`src/src_pkg.sv`:
```
// Constants and types shared by the system reset controller
`default_nettype none
package src_pkg;

  // Register byte offsets
  localparam logic [11:0] OFS_CAUSE   = 12'h000;
  localparam logic [11:0] OFS_MASK    = 12'h004;
  localparam logic [11:0] OFS_SWRST   = 12'h008;
  localparam logic [11:0] OFS_BODCTL  = 12'h00c;
  localparam logic [11:0] OFS_CLKCTL  = 12'h010;
  localparam logic [11:0] OFS_STATUS  = 12'h014;

  // Cause register layout
  localparam int          CAUSE_W      = 9;
  localparam int          CB_POR       = 0;
  localparam int          CB_PIN       = 1;
  localparam int          CB_WDT       = 2;
  localparam int          CB_BOD       = 4;
  localparam int          CB_MCU       = 5;
  localparam int          CB_CPU       = 7;
  localparam int          CB_LOCKUP    = 8;
  localparam logic [8:0]  CAUSE_PWRUP  = 9'h001;

  // Software reset register bits
  localparam int          SW_CHIP      = 0;
  localparam int          SW_MCU       = 1;
  localparam int          SW_CPU       = 2;

  // Brown-out control layout
  localparam int          BOD_EN       = 0;
  localparam int          BOD_LVL_LO   = 1;
  localparam int          BOD_RSTEN    = 3;

  // Clock control layout and reset values
  localparam int          CLK_XTAL_LO  = 0;
  localparam int          CLK_SEL_LO   = 4;
  localparam int          CLK_WDT      = 8;
  localparam int          CLKSEL_W     = 4;
  localparam logic [1:0]  XTAL_RST     = 2'h0;
  localparam logic [3:0]  CLKSEL_RST   = 4'h8;
  localparam logic        WDTCK_RST    = 1'h1;
  localparam logic        CHIPREQ_RST  = 1'h0;

  // Timing counts, in clock cycles
  localparam int          DEGLITCH_CYC   = 16;
  localparam int          RESET_HOLD_CYC = 4;
  localparam int          CNT_W          = 8;

  typedef enum logic [3:0] {
    SRC_POR    = 4'h0,
    SRC_PIN    = 4'h1,
    SRC_WDT    = 4'h2,
    SRC_LVR    = 4'h3,
    SRC_BOD    = 4'h4,
    SRC_LOCKUP = 4'h5,
    SRC_CHIP   = 4'h6,
    SRC_MCU    = 4'h7,
    SRC_CPU    = 4'h8
  } src_kind_e;

  typedef enum logic [2:0] {
    ST_PWRUP = 3'h0,
    ST_HOLD  = 3'h1,
    ST_PIN   = 3'h2,
    ST_LV    = 3'h3,
    ST_RUN   = 3'h4
  } src_state_e;

endpackage
`default_nettype wire

```
`src/src_deglitch.sv`:
```
// Level filter for the low-supply comparator
`default_nettype none
`timescale 1ns/10ps
module src_deglitch
  import src_pkg::*;
#(
  parameter int ASSERT_CYC = DEGLITCH_CYC
)
(
  input  wire logic clk,
  input  wire logic rst_b,
  input  wire logic raw,
  output logic      filt
);

  logic [CNT_W-1:0] cnt_reg;
  logic [CNT_W-1:0] lim;

  // Release needs strictly longer than the assert interval
  assign lim = filt ? CNT_W'(ASSERT_CYC) : CNT_W'(ASSERT_CYC - 1);

  always_ff @(posedge clk)
  begin
    if (!rst_b)
    begin
      cnt_reg <= '0;
      filt    <= 1'b0;
    end
    else if (raw == filt)
    begin
      cnt_reg <= '0;
    end
    else if (cnt_reg == lim)
    begin
      filt    <= raw;  // see
      cnt_reg <= '0;
    end
    else
    begin
      cnt_reg <= cnt_reg + 1'b1;
    end
  end

endmodule
`default_nettype wire

```
`src/src_flags.sv`:
```
// Sticky write-one-to-clear flag bank
`default_nettype none
`timescale 1ns/10ps
module src_flags
  import src_pkg::*;
#(
  parameter int WIDTH = CAUSE_W
)
(
  input  wire logic             clk,
  input  wire logic             rst_b,
  input  wire logic             load,
  input  wire logic [WIDTH-1:0] load_val,
  input  wire logic [WIDTH-1:0] set,
  input  wire logic [WIDTH-1:0] clr,
  output logic      [WIDTH-1:0] flags
);

  genvar i;
  generate
    for (i = 0; i < WIDTH; i++)
    begin : g_bit
      always_ff @(posedge clk)
      begin
        if (!rst_b)
          flags[i] <= 1'b0;
        else if (load)
          flags[i] <= load_val[i];
        else if (set[i])
          flags[i] <= 1'b1;  // Set beats a same-cycle clear
        else if (clr[i])
          flags[i] <= 1'b0;
      end
    end
  endgenerate

endmodule
`default_nettype wire

```
`src/src_top.sv`:
```
// System reset controller: source arbitration, cause record, APB registers
`default_nettype none
`timescale 1ns/10ps
// Function
// Nine sources are taken; CPU reset holds only the core, others all.
// Each reset records its source as a bit of the cause register; chip and low-voltage resets set power-on bit 0 instead.
// The whole-chip request bit is cleared by power-on reset and by no other reset; a software reset register write with bit 0 at zero also clears it.
// Brown-out fields reload from the config word except on BROWNOUT_DETECTOR and CPU.
// Crystal enable clears on every source except CPU reset.
// Watchdog clock enable is set by power-on, watchdog and chip reset.
// Clock source select loads 0x8 on every source except CPU reset.
// Power-up holds everything in reset until supply ready, then flags it.
// Software clears a cause flag by writing one; zero leaves it.
// Low supply resets the chip after 16 continuous asserted cycles.
// Low-voltage reset holds until supply is good for longer than that.
// A reset from the external pin sets cause bit 1.
// The de-glitch count restarts whenever the level changes back.
module src_top
  import src_pkg::*;
#(
  parameter int HOLD_CYC = RESET_HOLD_CYC,
  parameter int DEGLITCH = DEGLITCH_CYC
)
(
  input  wire logic        clk,
  input  wire logic        rst_b,
  input  wire logic        psel,
  input  wire logic        penable,
  input  wire logic        pwrite,
  input  wire logic [11:0] paddr,
  input  wire logic [31:0] pwdata,
  output logic      [31:0] prdata,
  output logic             pready,
  output logic             pslverr,
  input  wire logic        supply_ready,
  input  wire logic        low_supply,
  input  wire logic        external_reset_pin_b,
  input  wire logic        wdt_reset,
  input  wire logic        bod_reset,
  input  wire logic        core_lockup,
  input  wire logic        cfg_brownout_enable,
  input  wire logic [1:0]  cfg_brownout_level,
  input  wire logic        cfg_brownout_reset_enable,
  output logic             core_reset_b,
  output logic             periph_reset_b,
  output logic             brownout_enable,
  output logic [1:0]       brownout_level,
  output logic             brownout_reset_enable,
  output logic [1:0]       crystal_enable,
  output logic             watchdog_clock_enable,
  output logic [3:0]       system_clock_source_select,
  output logic             irq
);

  src_state_e          state_reg;
  src_state_e          state_next;
  src_kind_e           kind;
  logic                evt;
  logic                lv_filt;
  logic                cpu_only_reg;
  logic                cpu_only_next;
  logic [CNT_W-1:0]    hold_cnt_reg;
  logic [CAUSE_W-1:0]  cause;
  logic [CAUSE_W-1:0]  cause_set;
  logic [CAUSE_W-1:0]  cause_clr;
  logic [CAUSE_W-1:0]  mask_reg;
  logic                chip_req_reg;
  logic                chip_pend_reg;
  logic                mcu_pend_reg;
  logic                cpu_pend_reg;
  logic                setup;
  logic                wr_en;
  logic                mapped;
  logic [31:0]         rdata;

  src_deglitch #(
    .ASSERT_CYC (DEGLITCH)
  ) u_lv (
    .clk   (clk),
    .rst_b (rst_b),
    .raw   (low_supply),
    .filt  (lv_filt)
  );

  // Source arbitration; power loss overrides any state, low voltage any state but power-up
  always_comb
  begin
    state_next = state_reg;
    evt        = 1'b0;
    kind       = SRC_POR;
    case (state_reg)
      ST_PWRUP:
        if (supply_ready)
        begin
          evt        = 1'b1;
          state_next = ST_HOLD;
        end
      ST_RUN:
        if (!external_reset_pin_b)
        begin
          evt        = 1'b1;
          kind       = SRC_PIN;
          state_next = ST_PIN;
        end
        else if (bod_reset || wdt_reset || core_lockup || chip_pend_reg ||
                 mcu_pend_reg || cpu_pend_reg)
        begin
          evt        = 1'b1;
          state_next = ST_HOLD;
          if (bod_reset)
            kind = SRC_BOD;
          else if (wdt_reset)
            kind = SRC_WDT;
          else if (core_lockup)
            kind = SRC_LOCKUP;
          else if (chip_pend_reg)
            kind = SRC_CHIP;
          else if (mcu_pend_reg)
            kind = SRC_MCU;
          else
            kind = SRC_CPU;
        end
      ST_PIN:
        if (external_reset_pin_b)
          state_next = ST_HOLD;
      ST_LV:
        if (!lv_filt)
          state_next = ST_HOLD;
      ST_HOLD:
        if (hold_cnt_reg == CNT_W'(HOLD_CYC - 1))
          state_next = ST_RUN;
      default:
        state_next = ST_PWRUP;
    endcase
    if (lv_filt && state_reg != ST_LV && state_reg != ST_PWRUP)
    begin
      evt        = 1'b1;
      kind       = SRC_LVR;
      state_next = ST_LV;
    end
    if (!supply_ready)
    begin
      evt        = 1'b0;
      state_next = ST_PWRUP;
    end
  end

  assign cpu_only_next = evt ? (kind == SRC_CPU) : cpu_only_reg;

  always_ff @(posedge clk)
  begin
    if (!rst_b)
    begin
      state_reg    <= ST_PWRUP;
      cpu_only_reg <= 1'b0;
      hold_cnt_reg <= '0;
    end
    else
    begin
      state_reg    <= state_next;
      cpu_only_reg <= cpu_only_next;
      hold_cnt_reg <= (state_reg == ST_HOLD && !evt) ?
                      hold_cnt_reg + 1'b1 : '0;
    end
  end

  // Reset outputs; CPU-only reset leaves peripherals running
  always_ff @(posedge clk)
  begin
    if (!rst_b)
    begin
      core_reset_b   <= 1'b0;
      periph_reset_b <= 1'b0;
    end
    else
    begin
      core_reset_b   <= (state_next == ST_RUN);
      periph_reset_b <= (state_next == ST_RUN) ||
                        (state_next == ST_HOLD && cpu_only_next);
    end
  end

  // Cause flags
  always_comb
  begin
    cause_set = '0;
    if (evt)
    begin
      case (kind)
        SRC_PIN:    cause_set[CB_PIN]    = 1'b1;
        SRC_WDT:    cause_set[CB_WDT]    = 1'b1;
        SRC_BOD:    cause_set[CB_BOD]    = 1'b1;
        SRC_LOCKUP: cause_set[CB_LOCKUP] = 1'b1;
        SRC_CHIP:   cause_set[CB_POR]    = 1'b1;
        SRC_MCU:    cause_set[CB_MCU]    = 1'b1;
        SRC_CPU:    cause_set[CB_CPU]    = 1'b1;
        default:    cause_set            = '0;
      endcase
    end
  end

  assign cause_clr = (wr_en && paddr == OFS_CAUSE) ?
                     pwdata[CAUSE_W-1:0] : '0;

  src_flags #(
    .WIDTH (CAUSE_W)
  ) u_cause (
    .clk      (clk),
    .rst_b    (rst_b),
    .load     (evt && (kind == SRC_POR || kind == SRC_LVR)),
    .load_val (CAUSE_PWRUP),
    .set      (cause_set),
    .clr      (cause_clr),
    .flags    (cause)
  );

  // Software reset requests, consumed when the reset is taken
  always_ff @(posedge clk)
  begin
    if (!rst_b)
    begin
      chip_req_reg  <= CHIPREQ_RST;
      chip_pend_reg <= 1'b0;
      mcu_pend_reg  <= 1'b0;
      cpu_pend_reg  <= 1'b0;
    end
    else
    begin
      if (evt && kind == SRC_POR)
        chip_req_reg <= CHIPREQ_RST;
      else if (wr_en && paddr == OFS_SWRST)
        chip_req_reg <= pwdata[SW_CHIP];
      if (wr_en && paddr == OFS_SWRST)
      begin
        chip_pend_reg <= chip_pend_reg | pwdata[SW_CHIP];
        mcu_pend_reg  <= mcu_pend_reg | pwdata[SW_MCU];
        cpu_pend_reg  <= cpu_pend_reg | pwdata[SW_CPU];
      end
      else if (evt)
      begin
        // A CPU-only reset must not swallow a pending system request
        chip_pend_reg <= (kind == SRC_CPU) & chip_pend_reg;
        mcu_pend_reg  <= (kind == SRC_CPU) & mcu_pend_reg;
        cpu_pend_reg  <= 1'b0;
      end
    end
  end

  // Brown-out fields
  always_ff @(posedge clk)
  begin
    if (!rst_b)
    begin
      brownout_enable       <= 1'b0;
      brownout_level        <= 2'h0;
      brownout_reset_enable <= 1'b0;
    end
    else if (evt && kind != SRC_BOD && kind != SRC_CPU)
    begin
      brownout_enable       <= cfg_brownout_enable;
      brownout_level        <= cfg_brownout_level;
      brownout_reset_enable <= cfg_brownout_reset_enable;
    end
    else if (wr_en && paddr == OFS_BODCTL)
    begin
      brownout_enable       <= pwdata[BOD_EN];
      brownout_level        <= pwdata[BOD_LVL_LO +: 2];
      brownout_reset_enable <= pwdata[BOD_RSTEN];
    end
  end

  // Clock control fields
  always_ff @(posedge clk)
  begin
    if (!rst_b)
    begin
      crystal_enable             <= XTAL_RST;
      system_clock_source_select <= CLKSEL_RST;
      watchdog_clock_enable      <= WDTCK_RST;
    end
    else
    begin
      if (evt && kind != SRC_CPU)
      begin
        crystal_enable             <= XTAL_RST;
        system_clock_source_select <= CLKSEL_RST;
      end
      else if (wr_en && paddr == OFS_CLKCTL)
      begin
        crystal_enable             <= pwdata[CLK_XTAL_LO +: 2];
        system_clock_source_select <= pwdata[CLK_SEL_LO +: CLKSEL_W];
      end
      if (evt && (kind == SRC_POR || kind == SRC_WDT || kind == SRC_CHIP))
        watchdog_clock_enable <= WDTCK_RST;
      else if (wr_en && paddr == OFS_CLKCTL)
        watchdog_clock_enable <= pwdata[CLK_WDT];
    end
  end

  // APB slave: one wait-free access phase, read data latched at setup
  assign setup  = psel && !penable;
  assign wr_en  = psel && penable && pwrite && pready;
  assign mapped = (paddr == OFS_CAUSE) || (paddr == OFS_MASK) ||
                  (paddr == OFS_SWRST) || (paddr == OFS_BODCTL) ||
                  (paddr == OFS_CLKCTL) || (paddr == OFS_STATUS);

  always_comb
  begin
    rdata = 32'h0000_0000;
    case (paddr)
      OFS_CAUSE:  rdata[CAUSE_W-1:0] = cause;
      OFS_MASK:   rdata[CAUSE_W-1:0] = mask_reg;
      OFS_SWRST:  rdata[SW_CHIP]     = chip_req_reg;
      OFS_BODCTL:
      begin
        rdata[BOD_EN]         = brownout_enable;
        rdata[BOD_LVL_LO +: 2] = brownout_level;
        rdata[BOD_RSTEN]      = brownout_reset_enable;
      end
      OFS_CLKCTL:
      begin
        rdata[CLK_XTAL_LO +: 2]       = crystal_enable;
        rdata[CLK_SEL_LO +: CLKSEL_W] = system_clock_source_select;
        rdata[CLK_WDT]                = watchdog_clock_enable;
      end
      OFS_STATUS:
      begin
        rdata[0]   = core_reset_b;
        rdata[1]   = periph_reset_b;
        rdata[2]   = lv_filt;
        rdata[6:4] = state_reg;
      end
      default:    rdata = 32'h0000_0000;
    endcase
  end

  always_ff @(posedge clk)
  begin
    if (!rst_b)
    begin
      pready  <= 1'b0;
      pslverr <= 1'b0;
      prdata  <= 32'h0000_0000;
    end
    else
    begin
      pready  <= setup;
      pslverr <= setup && !mapped;
      if (setup)
        prdata <= rdata;
    end
  end

  // Interrupt mask and output
  always_ff @(posedge clk)
  begin
    if (!rst_b)
      mask_reg <= '0;
    else if (wr_en && paddr == OFS_MASK)
      mask_reg <= pwdata[CAUSE_W-1:0];
  end

  always_ff @(posedge clk)
  begin
    if (!rst_b)
      irq <= 1'b0;
    else
      irq <= |(cause & mask_reg);
  end

endmodule
`default_nettype wire

```
`config.mk`:
```
export PLATFORM = sky130hd
export DESIGN_NAME = src_top
export DESIGN_NICKNAME = d
export VERILOG_FILES = /design/src/src_pkg.sv /design/src/src_deglitch.sv /design/src/src_flags.sv /design/src/src_top.sv
export SDC_FILE = /design/constraint.sdc
export NUM_CORES = 1
export LEC_CHECK = 0
export BUFFER_PORTS_ARGS = -buffer_cell sky130_fd_sc_hd__buf_2
export CAP_MARGIN = 25
export CORE_MARGIN = 1.5
export CORE_UTILIZATION = 51
export DETAILED_ROUTE_END_ITERATION = 10
export GPL_TIMING_DRIVEN = 1
export PLACE_DENSITY = 0.8
export SETUP_SLACK_MARGIN = 0.15
export SLEW_MARGIN = 20
export SYNTH_ARGS = -nofsm -noshare
export SYNTH_HDL_FRONTEND = slang
export SYNTH_SLANG_ARGS = --single-unit
```
`constraint.sdc`:
```
create_clock -name clk -period 2.75 [get_ports clk]
set_input_delay 0.275 -clock clk [delete_from_list [all_inputs] [get_ports clk]]
set_output_delay 0.275 -clock clk [all_outputs]
set_load 0.01 [all_outputs]
```
==> results by stage <==
Outcome:
- The run finished with clean final reports.

Routing:
- Once detail routing completed, the nets flagged for antenna violations numbered 0.
- The routed metal-1 wire length is 3.32 mm.
- The number of detailed-route iterations in the first pass is 4.
- In this run, the number of DRC markers left after iteration 0 of detailed routing was 206.
- In the routed design, unresolved DRC markers number 0.
- Summed over all layers, the routed wires come to 7.87 mm.
- In this run the top signal layer used is met4.
- In the final routed layout, each cell accounts on average for 15.3 µm.
- Dividing the detail-routed via count by the number of cells gives 5.86.
- The number of vias after detailed routing is 3018.
- In the detailed route, the total length drawn on met3 is 633 µm.
- Wire segments on met2 add up to 3.71 mm in the final route.

Synth:
- For this run, the register share of the synthesized area comes to 38.9%.
- The async set-reset flop share out of synthesis is 0%.
- The dominant register cell in the synthesized netlist is sky130_fd_sc_hd__dfxtp_1.
- The number of warnings issued by yosys is 0.
- A synthesized cell averages 9.05 µm².
- Synthesis instantiated 66 different standard cells from the library.
- In this run the cell area of the synthesized design comes to 0.00339 mm².
- The number of storage elements in the synthesis netlist is 66.
- Counting flops with a built-in enable in the synthesized netlist gives 0.
- Synthesis produced a netlist whose cell count is 375.

Setup path:
- The longest individual stage delay on the worst path is 0.56 ns.
- The critical path goes through nand4bb_4 -> or4_1 -> a311oi_2 -> or3_1 -> a21oi_1.
- The cell with the biggest individual delay on the critical path is sky130_fd_sc_hd__or4_1.
- Data arrives at the worst endpoint at 2.38 ns.
- The peak fanout along the critical path is 9.
- The endpoint required time on the critical path is 2.97 ns.
- The worst setup path is launched from a register.
- STA classifies the critical path endpoint as a register.
- The classification of the worst setup path is register to register.

Die:
- The total core area is 0.00639 mm².
- The initial cell density of the core is 53.1%.
- In this run the count of I/O pins placed on the die edge is 107.
- In this run the horizontal extent of the chip is 84.6 µm.
- Row generation in the floorplan step produced 29 rows.
- From bottom edge to top edge, the die measures 84.6 µm.
- The die covers 0.00715 mm².

Power and ir drop:
- Summed over all cells, the static leakage comes to 1.66 nW.
- Dividing total power by cell area gives a power density of 515 mW/mm².
- The post-route total power is 0.00200 W.
- The maximum VDD drop is 335 µV.

STA:
- After routing, the total negative slack on setup checks comes to 0 ns.
- The time the final worst path needs with I/O delays and setup is 2.16 ns.
- The max-slew violation count came to 0.
- Setup repair after global routing left no endpoint under its margin.
- The worst pin sits at a relative slew slack of 38.5%.
- The final-report hold violation count was 0.
- The post-route clock period utilization is 78.4%.
- Setup violations remaining at the end of the flow were counted as 0.
- The transition time of the tightest slew-check pin is 0.899 ns.
- The clock arrives with 0.00882 ns of skew.
- The fmax is 464 MHz.

Clock tree:
- In this run, post-CTS hold repair placed 0 buffers.
- Buffers added to address setup during post-CTS repair amount to 0.
- The H-tree was split into 3 levels.
- For the worst-skew pair, the clock arrives at the later sink with an insertion delay of 0.35 ns.
- TritonCTS built the clock tree.
- The clock root buffer master is sky130_fd_sc_hd__clkbuf_8.
- The clock sink total is 66.
- The clock transition at the register clock pins on the worst setup and hold paths after CTS is 0.07 ns.
- Buffers inserted during clock tree synthesis total 9.
- In this run, post-CTS repair resized a total of 0 instances.
- The clock passes through at most 2 buffers.

Layout:
- The layout cell share with drive strength beyond 1 is 21.9%.
- The diode insertion count for antenna repair is 0.
- The register area is 0.00132 mm².
- The final standard cell area without fillers is 0.00388 mm².
- The combined area of the multi-input logic cells is 0.00188 mm².
- The final-layout fill cell count is 561.
- The area added between synthesis and finish is 14.3%.
- The total number of nets in the final design is 495.

Placed design:
- In this run the cell area measured after placement is 0.00368 mm².
- The final HPWL from detailed placement is 5.79 mm.
- The total of buffers placed on input and output ports is 60.
- At the end of routability-driven placement, the weighted congestion stood at 0.883.

Global route:
- The largest net degree at the start of global routing is 22.
- The overall track demand over capacity in global routing is 23.0%.
- The via count of the first global-routing pass was 2855.
- The number of antenna violations at the first check in global routing is 0.
- The overall overflow remaining after global route is 0.
- The global-route wire length before repair is 13.1 mm.

Worst hold path:
- The worst min-delay path class is input pin to register.

Run:
- The reported max-cap violation count is 0.
## worst max-delay path: cells and delay by family (launching register included)
family             cells  cell delay, ns
AOI/OAI and AO/OA      2            0.50
and+or+nand+nor        3            1.13
DFF                    1            0.41
## cell usage after synthesis, drive strengths merged, types with 6 or more instances
cell type  number  area, µm²
dfxtp          66       1320
nor2           46        175
buf            28        195
mux2i          24        240
nand3          21        105
a21oi          19       95.1
nand2          17       63.8
clkbuf         13       50.0
o21ai          11       55.1
nor3            8       40.0
nor4            8       77.6
xor2            8       70.1
and3            6       37.5
inv             6       22.5
nor2b           6       37.5
o21a            6       45.0
## cell usage in the layout, fill, tap and decap left out, types with 4 or more instances in the layout
cell type	instances
sky130_fd_sc_hd__nand2_1	17
sky130_fd_sc_hd__xor2_1	8
sky130_fd_sc_hd__nor2b_1	6
sky130_fd_sc_hd__buf_4	7
sky130_fd_sc_hd__o41ai_1	5
sky130_fd_sc_hd__mux4_2	4
sky130_fd_sc_hd__nand3_1	21
sky130_fd_sc_hd__dfxtp_1	66
sky130_fd_sc_hd__inv_1	6
sky130_fd_sc_hd__mux2i_1	24
sky130_fd_sc_hd__nor3_1	8
sky130_fd_sc_hd__conb_1	23
sky130_fd_sc_hd__nand2b_1	4
sky130_fd_sc_hd__and3_1	6
sky130_fd_sc_hd__buf_2	60
sky130_fd_sc_hd__a21oi_1	19
sky130_fd_sc_hd__xnor2_1	5
sky130_fd_sc_hd__nor4_1	5
sky130_fd_sc_hd__nor2_1	45
sky130_fd_sc_hd__o21a_1	6
sky130_fd_sc_hd__clkbuf_8	9
sky130_fd_sc_hd__o21ai_0	10
sky130_fd_sc_hd__nand4_1	5
sky130_fd_sc_hd__a32oi_1	5
## logic make-up after synthesis
group / synth area share, %
AND/OR/NAND/NOR: 22.5
AO/OA/AOI/OAI: 16.0
flip-flops: 38.9
buffers and inverters: 8.00
multiplexers: 10.4
XOR/XNOR: 3.36
adder cells (fa/ha/maj): 0.737
other: 0.111
## layer usage
layer / up-vias / global-route usage, %
met3: 24 / 7.57
met4: 0 / 9.38
met2: 133 / 38.7
met1: 1403 / 27.1
met5: - / 0
li1: 1458 / -
## metrics by stage
step	instances	hold WS, ns	setup WS, ns	util [%]
floorplan	397	0.415	0.781	-
CTS	515	0.171	0.589	60.8
global route	515	0.190	0.433	60.8
detailed placement	500	0.441	0.590	57.6
finish	515	0.178	0.594	60.8
global placement	500	0.436	0.651	57.6
## final cells by class
class / count / share of cell area (%)
multi-input cells: 283 / 48.5
flip-flops and latches: 66 / 34.1
repair buffers: 67 / 9.09
clock buffers: 12 / 3.48
well taps: 77 / 2.48
clock inverters: 3 / 1.68
inverters: 7 / 0.677
## power by group
group	switching (W)	leakage, nW	internal, W
Combinational	0.000105	1.02	0.0000589
Sequential	0.0000120	0.534	0.000969
Clock	0.000351	0.100	0.000505
Total	0.000467	1.66	0.00153
## worst paths after layout
kind	startpoint	to	slack, ns	depth (start not counted)
max	state_reg[1]	brownout_enable	0.59	5
min	pwdata[3]	mask_reg[3]	0.18	3
max reg2reg	state_reg[1]	brownout_enable	0.59	5
min reg2reg	prdata[7]	prdata[7]	0.45	2
Note: power is estimated with default switching activity, not from simulation.
